$ cat config.mk
export PLATFORM = sky130hd
export DESIGN_NAME = clock_source_control
export DESIGN_NICKNAME = d
export VERILOG_FILES = /design/src/clk_src_pkg.sv /design/src/vdet_enable_delay.sv /design/src/clock_source_control.sv
export SDC_FILE = /design/constraint.sdc
export NUM_CORES = 1
export LEC_CHECK = 0
export ABC_CLOCK_PERIOD_IN_PS = 2400
export BUFFER_PORTS_ARGS = -buffer_cell sky130_fd_sc_hd__buf_2
export CAP_MARGIN = 20
export CORE_ASPECT_RATIO = 0.5
export CORE_MARGIN = 1.5
export CORE_UTILIZATION = 52
export DETAILED_ROUTE_END_ITERATION = 10
export HOLD_SLACK_MARGIN = 0.03
export PLACE_DENSITY_LB_ADDON = 0.15
export REMOVE_ABC_BUFFERS = 1
export SLEW_MARGIN = 15
export SYNTH_ARGS = -nofsm -noshare
export SYNTH_HDL_FRONTEND = slang
export SYNTH_SLANG_ARGS = --single-unit
$ cat constraint.sdc
create_clock -name pclk -period 2.4 [get_ports pclk]
set_input_delay 0.48 -clock pclk [delete_from_list [all_inputs] [get_ports pclk]]
set_output_delay 0.48 -clock pclk [all_outputs]
set_load 0.01 [all_outputs]
$ cat src/clk_src_pkg.sv
// Constants shared by the clock source control block
package clk_src_pkg;
    localparam int          CLK_PERIOD_NS   = 100;
    localparam int          VDET_DELAY_NS   = 100000;
    localparam int          VDET_DELAY_CYC  = (VDET_DELAY_NS + CLK_PERIOD_NS - 1) / CLK_PERIOD_NS;
    localparam int          ADDR_W          = 8;
    localparam int          IDX_W           = 6;
    // Register indices; byte address is four times the index
    localparam logic [5:0]  IDX_CLK_MODE    = 6'h06;
    localparam logic [5:0]  IDX_WPROT       = 6'h0A;
    localparam logic [5:0]  IDX_FAST_CTRL   = 6'h23;
    localparam logic [5:0]  IDX_TRIM_A      = 6'h24;
    localparam logic [5:0]  IDX_PRESC       = 6'h28;
    localparam logic [5:0]  IDX_F36_A       = 6'h29;
    localparam logic [5:0]  IDX_F36_B       = 6'h2A;
    localparam logic [5:0]  IDX_F32_A       = 6'h2B;
    localparam logic [5:0]  IDX_F32_B       = 6'h2C;
    localparam logic [5:0]  IDX_TRIM_B      = 6'h2F;
    localparam logic [5:0]  IDX_VDET        = 6'h34;
    // Field positions
    localparam int          PRESC_BIT       = 7;
    localparam int          FAST_ON_BIT     = 0;
    localparam int          UNLOCK_CLK_BIT  = 0;
    localparam int          UNLOCK_VOLT_BIT = 3;
    localparam int          LOWPWR_BIT      = 0;
    localparam int          VDET0_BIT       = 5;
    localparam int          VDET1_BIT       = 6;
    localparam int          VDET2_BIT       = 7;
    localparam int          XSTOP_BIT       = 0;
    localparam int          PINSEL_BIT      = 1;
    localparam int          FBOFF_BIT       = 2;
    localparam int          SRCSEL_BIT      = 3;
    localparam int          STOPREQ_BIT     = 4;
    // Reset values and boot option sample count
    localparam logic        XSTOP_RST       = 1'b1;
    localparam logic        SRCSEL_RST      = 1'b1;
    localparam logic [1:0]  BOOT_SAMPLE_CYC = 2'h2;
endpackage : clk_src_pkg

$ cat src/vdet_enable_delay.sv
// Enable delay timer for one voltage detection circuit
`timescale 1ns/1ps
module vdet_enable_delay #(
    parameter int DELAY_CYC = clk_src_pkg::VDET_DELAY_CYC
) (
    input  wire logic pclk,
    input  wire logic presetn,
    input  wire logic enable,
    output logic      active
);
    import clk_src_pkg::*;
    localparam int CNT_W = $clog2(DELAY_CYC + 1);
    localparam logic [CNT_W-1:0] CNT_LAST = CNT_W'(DELAY_CYC - 1);

    typedef struct packed {
        logic [CNT_W-1:0] cnt;
        logic             active;
    } dly_state_t;

    dly_state_t st_q;
    dly_state_t st_d;

    always_comb begin
        st_d = st_q;
        if (!enable) begin
            st_d = '0;
        end else if (!st_q.active) begin
            if (st_q.cnt == CNT_LAST) begin
                st_d.active = 1'b1; // RQ13 RQ14
            end else begin
                st_d.cnt = st_q.cnt + CNT_W'(1);
            end
        end
    end

    always_ff @(posedge pclk or negedge presetn) begin
        if (!presetn) begin
            st_q <= '0;
        end else begin
            st_q <= st_d;
        end
    end

    assign active = st_q.active;
endmodule : vdet_enable_delay

$ cat src/clock_source_control.sv
// Clock source control: trims, voltage-detect enables, crystal control, APB slave
//////////////////////////////////////////////////////////////////////////////////
// How it works
// RQ1 - Writing 1 to prescaler reset bit 7 restarts prescaler; it reads 0.
// RQ2 - First factory register holds the 36.864 MHz trim for trim A.
// RQ3 - Second factory register holds the 36.864 MHz trim for trim B.
// RQ4 - Third and fourth factory registers hold the 32 MHz trims A and B.
// RQ5 - Both trim registers reset to factory values giving 40 MHz.
// RQ6 - Trim B accepts writes only while the clock unlock bit is 1.
// RQ7 - Software rewrites trim B only while the fast oscillator is off.
// RQ8 - Detector 0 enable resets to inverse of the boot option; others 0.
// RQ9 - Bits 5, 6, 7 enable voltage detectors 0, 1, 2.
// RQ10 - Bit 0 enables internal low power; bits 1 to 4 reserved.
// RQ11 - Low power bit only around wait mode; no stop mode while set.
// RQ12 - Software writes detector 0 enable with its reset value only.
// RQ13 - Detector 1 operates only after the enable delay from its rise.
// RQ14 - Detector 2 operates only after the enable delay from its rise.
// RQ15 - Voltage-detect register accepts writes only while voltage unlock is 1.
// RQ16 - Crystal oscillator is stopped during and after reset.
// RQ17 - With pin select 1, clearing crystal stop starts the crystal.
// RQ18 - Crystal clock is the CPU source when source select is 0.
// RQ19 - Software sets crystal stop only while on-chip clock is selected.
// RQ20 - External clock on crystal out pin ignores the crystal stop bit.
// RQ21 - Stop mode stops all clocks and disconnects the feedback resistor; here it gates only the crystal outputs, not fast_osc_on.
// RQ22 - Feedback resistor off bit set to 1 disconnects the resistor.
// RQ23 - Fast oscillator control bit 0 turns the fast oscillator on.
// RQ24 - Prescaler reset is a one-cycle pulse with no stored flag.
`timescale 1ns/1ps
module clock_source_control #(
    parameter logic [7:0] TRIM_A_40M  = 8'h80,
    parameter logic [7:0] TRIM_B_40M  = 8'h80,
    parameter logic [7:0] TRIM_A_36M  = 8'h70,
    parameter logic [7:0] TRIM_B_36M  = 8'h70,
    parameter logic [7:0] TRIM_A_32M  = 8'h60,
    parameter logic [7:0] TRIM_B_32M  = 8'h60,
    parameter int         VDET_DELAY  = clk_src_pkg::VDET_DELAY_CYC
) (
    input  wire logic                          pclk,
    input  wire logic                          presetn,
    input  wire logic                          psel,
    input  wire logic                          penable,
    input  wire logic                          pwrite,
    input  wire logic [clk_src_pkg::ADDR_W-1:0] paddr,
    input  wire logic [31:0]                   pwdata,
    output logic                               pready,
    output logic                               pslverr,
    output logic [31:0]                        prdata,
    input  wire logic                          boot_vdet0_select,
    input  wire logic                          ext_clock_present,
    input  wire logic                          wake_event,
    output logic                               prescaler_reset_pulse,
    output logic                               fast_osc_on,
    output logic [7:0]                         fast_osc_trim_a,
    output logic [7:0]                         fast_osc_trim_b,
    output logic                               internal_low_power_en,
    output logic                               vdet0_en,
    output logic                               vdet1_en,
    output logic                               vdet2_en,
    output logic                               vdet1_active,
    output logic                               vdet2_active,
    output logic                               crystal_drive_en,
    output logic                               crystal_clock_run,
    output logic                               feedback_resistor_on,
    output logic                               crystal_clock_selected,
    output logic                               stop_mode_active
);
    import clk_src_pkg::*;

    typedef struct packed {
        logic        wake_s1;
        logic        wake_s2;
        logic        strap_s1;
        logic        strap_s2;
        logic        ext_s1;
        logic        ext_s2;
        logic [1:0]  boot_cnt;
        logic        boot_done;
        logic        unlock_clk;
        logic        unlock_volt;
        logic        fast_on;
        logic [7:0]  trim_a;
        logic [7:0]  trim_b;
        logic        low_power;
        logic        vdet0;
        logic        vdet1;
        logic        vdet2;
        logic        pin_sel;
        logic        xtal_stop;
        logic        fb_off;
        logic        src_sel;
        logic        stop_req;
        logic        presc_pulse;
        logic        pready;
        logic        pslverr;
        logic [31:0] prdata;
        logic        xtal_drive;
        logic        xtal_run;
        logic        fb_conn;
        logic        xtal_sel;
    } ctl_state_t;

    ctl_state_t       st_q;
    ctl_state_t       st_d;
    logic [IDX_W-1:0] idx;
    logic             aligned;
    logic             hit;
    logic [7:0]       rd_byte;
    logic             access;
    logic             commit;
    logic             wr;
    logic [1:0]       det_en;
    logic [1:0]       det_act;

    //////////////////////////////////////////////////////////////////////////////
    // Bus decode

    assign idx     = paddr[IDX_W+1:2];
    assign aligned = (paddr[1:0] == 2'h0);
    assign access  = psel && penable && !st_q.pready;
    assign commit  = psel && penable && st_q.pready;
    assign wr      = commit && pwrite && hit;

    always_comb begin
        hit     = aligned;
        rd_byte = 8'h00;
        case (idx)
            IDX_CLK_MODE: begin
                rd_byte[XSTOP_BIT]   = st_q.xtal_stop;
                rd_byte[PINSEL_BIT]  = st_q.pin_sel;
                rd_byte[FBOFF_BIT]   = st_q.fb_off;
                rd_byte[SRCSEL_BIT]  = st_q.src_sel;
                rd_byte[STOPREQ_BIT] = st_q.stop_req;
            end
            IDX_WPROT: begin
                rd_byte[UNLOCK_CLK_BIT]  = st_q.unlock_clk;
                rd_byte[UNLOCK_VOLT_BIT] = st_q.unlock_volt;
            end
            IDX_FAST_CTRL: rd_byte[FAST_ON_BIT] = st_q.fast_on;
            IDX_TRIM_A:    rd_byte = st_q.trim_a;
            IDX_PRESC:     rd_byte = 8'h00; // RQ1
            IDX_F36_A:     rd_byte = TRIM_A_36M; // RQ2
            IDX_F36_B:     rd_byte = TRIM_B_36M; // RQ3
            IDX_F32_A:     rd_byte = TRIM_A_32M; // RQ4
            IDX_F32_B:     rd_byte = TRIM_B_32M; // RQ4
            IDX_TRIM_B:    rd_byte = st_q.trim_b;
            IDX_VDET: begin
                rd_byte[LOWPWR_BIT] = st_q.low_power;
                rd_byte[VDET0_BIT]  = st_q.vdet0;
                rd_byte[VDET1_BIT]  = st_q.vdet1;
                rd_byte[VDET2_BIT]  = st_q.vdet2;
            end
            default: hit = 1'b0;
        endcase
    end

    //////////////////////////////////////////////////////////////////////////////
    // Next state

    always_comb begin
        st_d             = st_q;
        st_d.wake_s1     = wake_event;
        st_d.wake_s2     = st_q.wake_s1;
        st_d.strap_s1    = boot_vdet0_select;
        st_d.strap_s2    = st_q.strap_s1;
        st_d.ext_s1      = ext_clock_present;
        st_d.ext_s2      = st_q.ext_s1;
        st_d.presc_pulse = 1'b0; // RQ24
        // One wait state keeps pready and prdata straight from flops
        st_d.pready      = access;
        st_d.pslverr     = access && !hit;
        st_d.prdata      = access ? {24'h000000, rd_byte} : st_q.prdata;

        // Strap can only be caught after release, so bit 5 loads late
        if (!st_q.boot_done) begin
            if (st_q.boot_cnt == BOOT_SAMPLE_CYC) begin
                st_d.vdet0     = !st_q.strap_s2; // RQ8
                st_d.boot_done = 1'b1;
            end else begin
                st_d.boot_cnt = st_q.boot_cnt + 2'h1;
            end
        end

        if (st_q.wake_s2) begin
            st_d.stop_req = 1'b0;
        end

        if (wr) begin
            case (idx)
                IDX_WPROT: begin
                    st_d.unlock_clk  = pwdata[UNLOCK_CLK_BIT];
                    st_d.unlock_volt = pwdata[UNLOCK_VOLT_BIT];
                end
                IDX_PRESC: begin
                    st_d.presc_pulse = pwdata[PRESC_BIT]; // RQ1 RQ24
                end
                IDX_CLK_MODE: begin
                    if (st_q.unlock_clk) begin
                        st_d.xtal_stop = pwdata[XSTOP_BIT]; // RQ17
                        st_d.pin_sel   = pwdata[PINSEL_BIT];
                        st_d.fb_off    = pwdata[FBOFF_BIT]; // RQ22
                        st_d.src_sel   = pwdata[SRCSEL_BIT]; // RQ18
                        // Software entry beats a wake in the same cycle
                        if (pwdata[STOPREQ_BIT]) begin
                            st_d.stop_req = 1'b1;
                        end
                    end
                end
                IDX_FAST_CTRL: begin
                    if (st_q.unlock_clk) begin
                        st_d.fast_on = pwdata[FAST_ON_BIT]; // RQ23
                    end
                end
                IDX_TRIM_A: begin
                    if (st_q.unlock_clk) begin
                        st_d.trim_a = pwdata[7:0];
                    end
                end
                IDX_TRIM_B: begin
                    if (st_q.unlock_clk) begin
                        st_d.trim_b = pwdata[7:0]; // RQ6
                    end
                end
                IDX_VDET: begin
                    if (st_q.unlock_volt) begin // RQ15
                        st_d.low_power = pwdata[LOWPWR_BIT]; // RQ10
                        st_d.vdet0     = pwdata[VDET0_BIT]; // RQ9
                        st_d.vdet1     = pwdata[VDET1_BIT]; // RQ9
                        st_d.vdet2     = pwdata[VDET2_BIT]; // RQ9
                    end
                end
                default: st_d.pslverr = st_q.pslverr;
            endcase
        end

        // Crystal outputs follow the next state so they line up with it
        st_d.xtal_drive = st_d.pin_sel && !st_d.xtal_stop && !st_d.stop_req; // RQ16 RQ17 RQ21
        // An external clock cannot be stopped here, only gated in stop mode or while pin select is 0
        st_d.xtal_run   = (st_d.xtal_drive || (st_q.ext_s2 && st_d.pin_sel))
                          && !st_d.stop_req; // RQ20 RQ21
        st_d.fb_conn    = st_d.pin_sel && !st_d.fb_off && !st_d.stop_req; // RQ21 RQ22
        // Own flop so the select output carries no inverter after the register
        st_d.xtal_sel   = !st_d.src_sel; // RQ18
    end

    //////////////////////////////////////////////////////////////////////////////
    // State register

    always_ff @(posedge pclk or negedge presetn) begin
        if (!presetn) begin
            st_q           <= '0;
            st_q.trim_a    <= TRIM_A_40M; // RQ5
            st_q.trim_b    <= TRIM_B_40M; // RQ5
            st_q.xtal_stop <= XSTOP_RST; // RQ16
            st_q.src_sel   <= SRCSEL_RST;
            st_q.xtal_sel  <= !SRCSEL_RST;
        end else begin
            st_q <= st_d;
        end
    end

    //////////////////////////////////////////////////////////////////////////////
    // Detector enable delays

    assign det_en = {st_q.vdet2, st_q.vdet1};

    for (genvar i = 0; i < 2; i++) begin : g_det
        vdet_enable_delay #(
            .DELAY_CYC (VDET_DELAY)
        ) u_delay (
            .pclk    (pclk),
            .presetn (presetn),
            .enable  (det_en[i]),
            .active  (det_act[i])
        );
    end

    assign vdet1_active           = det_act[0];
    assign vdet2_active           = det_act[1];
    assign pready                 = st_q.pready;
    assign pslverr                = st_q.pslverr;
    assign prdata                 = st_q.prdata;
    assign prescaler_reset_pulse  = st_q.presc_pulse;
    assign fast_osc_on            = st_q.fast_on;
    assign fast_osc_trim_a        = st_q.trim_a;
    assign fast_osc_trim_b        = st_q.trim_b;
    assign internal_low_power_en  = st_q.low_power;
    assign vdet0_en               = st_q.vdet0;
    assign vdet1_en               = st_q.vdet1;
    assign vdet2_en               = st_q.vdet2;
    assign crystal_drive_en       = st_q.xtal_drive;
    assign crystal_clock_run      = st_q.xtal_run;
    assign feedback_resistor_on   = st_q.fb_conn;
    assign crystal_clock_selected = st_q.xtal_sel; // RQ18
    assign stop_mode_active       = st_q.stop_req;
endmodule : clock_source_control

## After elaboration in Yosys (flattened, before gate mapping)

Cells that the tools add are included.

- Register bits after elaboration: 74
- Input bits: 48
- Output and inout bits: 63
- Logic and storage cells: 119

- Add/sub/neg operators: 3
- Equal/unequal tests: 19
- Multiplexer cells: 28
- Bitwise logic cells: 2
- Reduce and logical (&&, ||, !) cells: 33

Operators by type and width:

| cell | count |
|---|---|
| $eq 6x6->1 const B | 9 |
| $mux 11 | 4 |
| $add 10x1->10 const B | 2 |
| $eq 10x10->1 const B | 2 |
| $mux 10 | 2 |
| $logic_and 1x1->1 | 12 |
| $mux 1 | 12 |
| $pmux 3 s4 | 1 |
| $reduce_and 3->1 | 4 |
| $reduce_or 11->1 | 1 |
| $mux 5 | 2 |
| $ne 2x2->1 const B | 5 |
| $mux 9 | 1 |
| $pmux 1 s4 | 2 |
| $reduce_and 2->1 | 4 |
| $logic_not 1->1 | 7 |
| $reduce_or 7->1 | 1 |
| $eq 6x3->1 const B | 1 |
| $eq 6x4->1 const B | 1 |
| $mux 3 | 2 |
| $pmux 1 s6 | 1 |
| $pmux 2 s3 | 1 |
| $reduce_or 4->1 | 1 |
| $add 2x1->2 const B | 1 |
| other kinds (5) | 6 |

## Depth between registers and ports, before layout

Gate-level depths: netlist of the first run.

- Word-level depth: 11
- Depth in mapped cells: 8
- Depth with buffers taken out: 7

## Cells and area by module

From an unflattened synthesis of the first run, not the netlist that was laid out.

- Cell total of the unflattened synthesis: 389
- Area total of the unflattened synthesis: 4,083.9 sq um

By module, submodules not included:

| module | times used | cells an instance | area each (sq um) | sequential area each (sq um) |
|---|---|---|---|---|
| clock_source_control | 1 | 255 | 2,792.7 | 1,306.3 |
| vdet_enable_delay | 2 | 67 | 645.6 | 275.3 |

## Worst setup path before layout of the first run

No wires, ideal clock.

- Kind: input to register
- Start: in paddr[7] in the netlist's numbering
- End: reg st_q (netlist bit internal_low_power_en)
- Library setup time: 0.125 ns
- Arrival: 1.935 ns
- Required time: 2.275 ns
- Slack: 0.339 ns
- Stages: 7
- Path buffers: 2
- Path through: clkbuf_1 -> nor3b_2 -> o2111ai_2 -> o32ai_4 -> and3_1 -> buf_6 -> mux2_4

- Longest elaborated chain between the ends: 5
- Elaborated cells on any way between the ends: 15
- Classes of those cells: 11 x eq/ne; 1 x mux; 3 x reduce/logical

Ends and longest elaborated chain:

| element | line | RTL |
|---|---|---|
| start: declaration | clock_source_control.sv:43 | `input wire logic [clk_src_pkg::ADDR_W-1:0] paddr,` |
| $eq 6x6->1 (tied with other cells) | clock_source_control.sv:126, clock_source_control.sv:188 |  |
| $reduce_or 11->1 (no source line) | - |  |
| $mux 1 | clock_source_control.sv:126 | `case (idx)` |
| $logic_and 1x1->1 | clock_source_control.sv:121 | `assign wr = commit && pwrite && hit;` |
| $reduce_and 3->1 (no source line) (*) | - |  |
| end signal: assignment | clock_source_control.sv:257 | `st_q <= st_d;` |
| end: declaration | clock_source_control.sv:102 | `ctl_state_t st_q;` |

Every way passes the cells marked *; elsewhere a longest branch is shown, timed or not.
A chain may end at the register's enable or synchronous reset.

## Final worst setup path of the first run

- Start: in paddr[4] in the netlist's numbering
- End: reg st_q (netlist bit vdet2_en)

Same word-level chain as after synthesis.

==> impl_metrics.ini, run 1 <==
[run_status]
status = finished, final reports clean

[synthesis]
yosysUniqueCellTypes = 57
synth_top_area_share_pct = 45.2
synth_area_leaders = dfrtp_1 45%, buf_4 9.9%, nand2_1 4.4%
ys_seq_elements = 74
synth_ff_type = dfrtp_1
yosysWarnings = 0
synthTopCellsByCount = 70 x dfrtp_1, 51 x buf_4, 45 x nand2_1
synth_most_common_cell = dfrtp_1
synth_area_um2 = 3870
syn_avg_cell_area_um2 = 10.3
synthCells = 377
synth-edff-count = 0
yosysTopAreaCell = dfrtp_1
synth-seq-area-share_pct = 47.9
async_flop_share_pct = 100

[worst_hold_path]
hold_class = input port to asynchronous set/reset pin

[global_routing]
antenna_found_initial = 0
grt_max_degree = 31
grtUsageTotal_pct = 21.5
grt_pass1_vias = 2860
overflow = 0
grt_pass1_wl_um = 13400

[die]
die-area_um2 = 8010
core_um2 = 6940
ios = 111
start_util_pct = 55.9
std_cell_rows = 21
fp.dieW_um = 125
die_h_um = 64.0

[sta]
finalHoldViolCount = 0
period_needed_ns = 2.01
tns_ns = 0
drv_slew = 0
fin_worst_skew_ns = 0.00268
rsz0062_at_grt = false
fmax_ghz = 0.497
tightest_slew_ns = 0.755
fin_crit_sh_pct = 83.8
final-setup-viol-count = 0
slew_headroom_pct = 49.7

[placed_design]
dp_hpwl_um = 5770
gp_congestion = 0.868
post_dp_cell_area_um2 = 4090
io_buffers = 62
dp_cells = 507

[layout]
fin_util_pct = 63.5
fillers = 570
diodes = 0
nets = 477
multi_input_area_um2 = 1640
syn2layout_area_growth_pct = 13.7
drive_gt1_share_pct = 26.0
seq_area_um2 = 1860
instances_no_fill = 523
final_area_um2 = 4400

[setup_path]
cp.arrival_ns = 2.23
endpoint_kind = flop
reg2reg_slack_ns = 0.46
crit_end = vdet2_en$_DFFE_PN0P_
startpoint = paddr[4]
startpoint_type = input port
worstPathRequired_ns = 2.61
r2r_start = pready$_DFF_PN0_
worst-setup-path-type = input port to flop
r2r-end = vdet2_en$_DFFE_PN0P_
rr_worst_depth = 5
crit_fanout = 11

[pwr]
powerDensity_nw_per_um2 = 635
p_leak_nw = 2.10
ir_drop_v = 0.000454

[clocking]
cts_tree = built
clock_path_buffers = 2
htreeDepth = 3
cts_hold_buffers = 0
cts_buffers = 9
cts_setup_buffers = 0
cts_sinks = 74
clk_pin_slew_ns = 0.05
cts-root-buf = clkbuf_16
clock_latency_ns = 0.33
cts_resized = 0

[detailed_routing]
via_count = 2846
drtIter0Drc = 187
drc_errors = 0
antenna_left = 0
wl_um = 7960
drt_pass1_iterations = 4
via_per_inst = 5.44
drt-wirelength-per-cell_um = 15.2

[flow_run]
maxCapViolCount = 0
## critical path, stage by stage
cell       delay [ns]
buf_2            0.16
and2b_4          0.31
o2111ai_2        0.19
o32ai_4          0.32
and3_1           0.41
mux2_4           0.34
## power by group
| part | internal (mW) | switching (mW) | leakage [nW] | total, mW |
|---|---|---|---|---|
| Clock | 0.918 | 0.472 | 0.156 | 1.39 |
| Sequential | 1.26 | 0.00451 | 0.985 | 1.26 |
| Combinational | 0.0460 | 0.0988 | 0.957 | 0.145 |
## through the flow
stage / hold slack (ns) / power [mW] / worst slack, ns
6_report: 0.215 / 2.80 / 0.390
5_1_grt: 0.245 / 2.90 / 0.332
4_1_cts: 0.237 / 2.83 / 0.418
3_5_place_dp: 0.338 / 1.43 / 0.0703
3_3_place_gp: 0.332 / 1.43 / 0.122
2_1_floorplan: 0.184 / 1.34 / 0.369
## placed cells by master, fill, tap and decap left out, types with 3 or more instances in the layout
cell	count
dfrtp_1	70
buf_2	62
nand2_1	45
o21ai_0	27
conb_1	24
and2_1	20
nand3_1	15
buf_4	14
xnor2_1	11
nor2_1	9
clkbuf_16	9
and3_1	8
o21ai_1	7
a21oi_1	7
a32o_1	6
a222oi_1	6
inv_1	5
nor2b_1	5
nand2b_1	5
xor2_1	5
nor3b_1	4
clkbuf_8	4
dfstp_2	4
a21o_1	3
or3_1	3
nand4_1	3
a221oi_1	3
mux2_4	3
ha_1	3
## layer usage
layer | wire, µm | vias to the layer above | GRT usage [%]
met2 | 3830 | 96 | 36.4
li1 | - | 1350 | -
met4 | 137 | 0 | 8.38
met1 | 3530 | 1386 | 26.2
met3 | 468 | 14 | 6.62
met5 | 0 | - | 0
## registers in the layout, indices dropped and copies added (netlist names), 2 cells and up
name	cells
fast_osc_trim_a	8
fast_osc_trim_b	8
g_det.u_delay.active	2
g_det.u_delay.st_q	20
prdata	8
st_d	3
st_q	12
## worst min-delay path by stage
stage                        from                              to
6_report                  presetn  fast_osc_trim_b[0]$_DFFE_PN0P_
5_1_grt                wake_event              st_d[74]$_DFF_PN0_
4_1_cts                   presetn  fast_osc_trim_b[0]$_DFFE_PN0P_
3_5_place_dp   st_d[74]$_DFF_PN0_              st_q[74]$_DFF_PN0_
3_3_place_gp   st_d[74]$_DFF_PN0_              st_q[74]$_DFF_PN0_
2_1_floorplan             presetn     crystal_clock_run$_DFF_PN0_
## area by class of cell
cell class	instances	share of cell area [%]
sequential	74	42.2
clock inverter	1	0.682
tap	92	2.61
inverter	5	0.426
multi-input combinational	258	37.2
clock buffer	15	6.53
timing repair buffer	78	10.3
## cells by family (layout without fill, tap and decap cells)
| group | count (synthesis) | after routing | share of synthesized area, % |
|---|---|---|---|
| and+or+nand+nor | 133 | 133 | 18.9 |
| AOI/OAI and AO/OA | 75 | 75 | 14.2 |
| DFF | 74 | 74 | 47.9 |
| buffers and inverters | 68 | 99 | 12.0 |
| xor gates and xnor gates | 16 | 16 | 3.62 |
| muxes | 7 | 7 | 2.26 |
| adders and majority gates | 3 | 3 | 0.969 |
| other | 1 | 24 | 0.0968 |
Note: power is estimated with default switching activity, not from simulation.
==> inputs of run 2 (changes only) <==
ABC_CLOCK_PERIOD_IN_PS = 2000   (was 2400)
clock period = 2 ns   (was 2.4 ns; I/O delays follow)
==> impl_metrics.ini, run 2 (synthesis gave the netlist of run 1 again) <==
[layout]
largest_reg_flops = 20
fillers = 573
diodes = 0
drive_gt1_share_pct = 28.6
syn2layout_area_growth_pct = 15.3
reg_top3 = g_det.u_delay.st_q: 20 flops, st_q: 12 flops
largest-register = g_det.u_delay.st_q
final_cell_mix = 70 x dfrtp_1, 62 x buf_2, 45 x nand2_1
final_common_cell = dfrtp_1
nets = 494
fin_util_pct = 64.4

[detailed_routing]
drtIter0Drc = 247
via_per_inst = 5.34
drt_pass1_iterations = 4
wl_um = 8110
drt-wirelength-per-cell_um = 15.0
via_count = 2883
drc_errors = 0
antenna_left = 0

[die]
core_um2 = 6940
fp.dieW_um = 125
die-area_um2 = 8010
ios = 111
start_util_pct = 55.9
std_cell_rows = 21
die_h_um = 64.0

[pwr]
power_frac_clock_pct = 46.0
ir_drop_v = 0.000482
finalPower_mw = 3.15
switchingPower_mw = 0.708
p_comb_share_pct = 5.9
seqPwrFrac_pct = 48.1
powerDensity_nw_per_um2 = 705
intPower_mw = 2.44
p_leak_nw = 2.15
swShare_pct = 22.5

[worst_hold_path]
hold_class = input port to asynchronous set/reset pin

[flow_run]
maxCapViolCount = 0

[setup_path]
worstPathRequired_ns = 2.26
rr_worst_depth = 6
cp.arrival_ns = 2.09
startpoint_type = flop
reg2reg_slack_ns = 0.17
crit_fanout = 5
r2r_start = g_det[0].u_delay.st_q[1]$_DFFE_PN0P_
endpoint_kind = flop
worst-setup-path-type = flop to flop
r2r-end = g_det[0].u_delay.st_q[6]$_DFFE_PN0P_

[global_routing]
grtUsageTotal_pct = 22.0
grt_max_degree = 75
antenna_found_initial = 0
overflow = 0
grt_pass1_vias = 2796
grt_pass1_wl_um = 13700

[clocking]
cts_hold_buffers = 0
clock_latency_ns = 0.34
cts_buffers = 9
cts_resized = 0
htreeDepth = 3
cts-root-buf = clkbuf_16
clk_pin_slew_ns = 0.06
cts_tree = built
cts_sinks = 74
clock_path_buffers = 2

[sta]
fmax_ghz = 0.547
fin_worst_skew_ns = 0.00422
finalHoldViolCount = 0
drv_slew = 0
fin_crit_sh_pct = 91.5
period_needed_ns = 1.83
final-setup-viol-count = 0
rsz0062_at_grt = false

[placed_design]
gp_congestion = 0.886
dp_hpwl_um = 5820
io_buffers = 62

[run_status]
status = finished, final reports clean
[run 2: changes by cell type in the layout (fill, tap and decap cells not counted)]
cell,previous run,this run
buf_4,14,32
clkbuf_8,4,1
bufinv_16,1,0
buf_12,2,1
clkbuf_1,2,3
clkinv_2,0,3
[run 2: per-layer routing]
layer	up-vias	global-route usage, %	share of wire (%)
li1	1383	-	-
met1	1397	29.0	45
met2	86	34.3	47
met3	17	6.37	6.1
met4	0	9.38	2.2
met5	-	0	0
[run 2: metrics by stage]
| step | worst slack, ns | TNS, ns | hold slack, ns | area, µm² | cells |
|---|---|---|---|---|---|
| finish | 0.170 | 0 | 0.0755 | 4470 | 540 |
| global route | 0.0626 | 0 | 0.119 | 4470 | 540 |
| CTS | 0.0753 | 0 | 0.0982 | 4460 | 539 |
| detailed placement | -0.129 | -1.61 | 0.340 | 4190 | 523 |
| global placement | -0.0921 | -0.938 | 0.332 | 4190 | 523 |
| floorplan | 0.0493 | 0 | 0.104 | 3520 | 337 |
[run 2: final cells by class]
class	instances	area, µm²	share of cell area (%)
clock buffers	13	250	5.60
clock inverters	3	15.0	0.336
inverters	5	18.8	0.420
multi-input cells	258	1640	36.7
flip-flops and latches	74	1860	41.6
well taps	92	115	2.58
repair buffers	95	571	12.8
[run 2: worst max-delay path by stage]
stage | startpoint | to | slack [ns] | cells past startpoint
detailed placement | paddr[2] | fast_osc_trim_a[5]$_DFFE_PN0P_ | -0.13 | 7
global placement | paddr[4] | vdet1_en$_DFFE_PN0P_ | -0.09 | 6
floorplan | paddr[4] | vdet2_en$_DFFE_PN0P_ | 0.05 | 5
global route | g_det[0].u_delay.st_q[1]$_DFFE_PN0P_ | g_det[0].u_delay.st_q[6]$_DFFE_PN0P_ | 0.06 | 6
finish | g_det[0].u_delay.st_q[1]$_DFFE_PN0P_ | g_det[0].u_delay.st_q[6]$_DFFE_PN0P_ | 0.17 | 6
CTS | g_det[0].u_delay.st_q[1]$_DFFE_PN0P_ | g_det[0].u_delay.st_q[6]$_DFFE_PN0P_ | 0.08 | 6
[run 2: critical path: stages (launching register included)]
cell	delay (ns)
dfrtp_1	0.40
ha_1	0.22
and2_1	0.21
a41oi_2	0.19
nand4_1	0.18
or3_1	0.37
a21boi_0	0.18
[run 2: power by group through the flow]
stage,registers [mW],logic [mW],clock network (mW)
6_report,1.52,0.185,1.45
5_1_grt,1.52,0.206,1.54
4_1_cts,1.52,0.187,1.48
3_5_place_dp,1.54,0.186,0
3_3_place_gp,1.54,0.182,0
2_1_floorplan,1.54,0.0673,0
[run 2: what timing repair did]
action	in CTS	in global routing
setup buffers	0	1
endpoints found under the hold margin	0	0
setup endpoints to repair	0	3
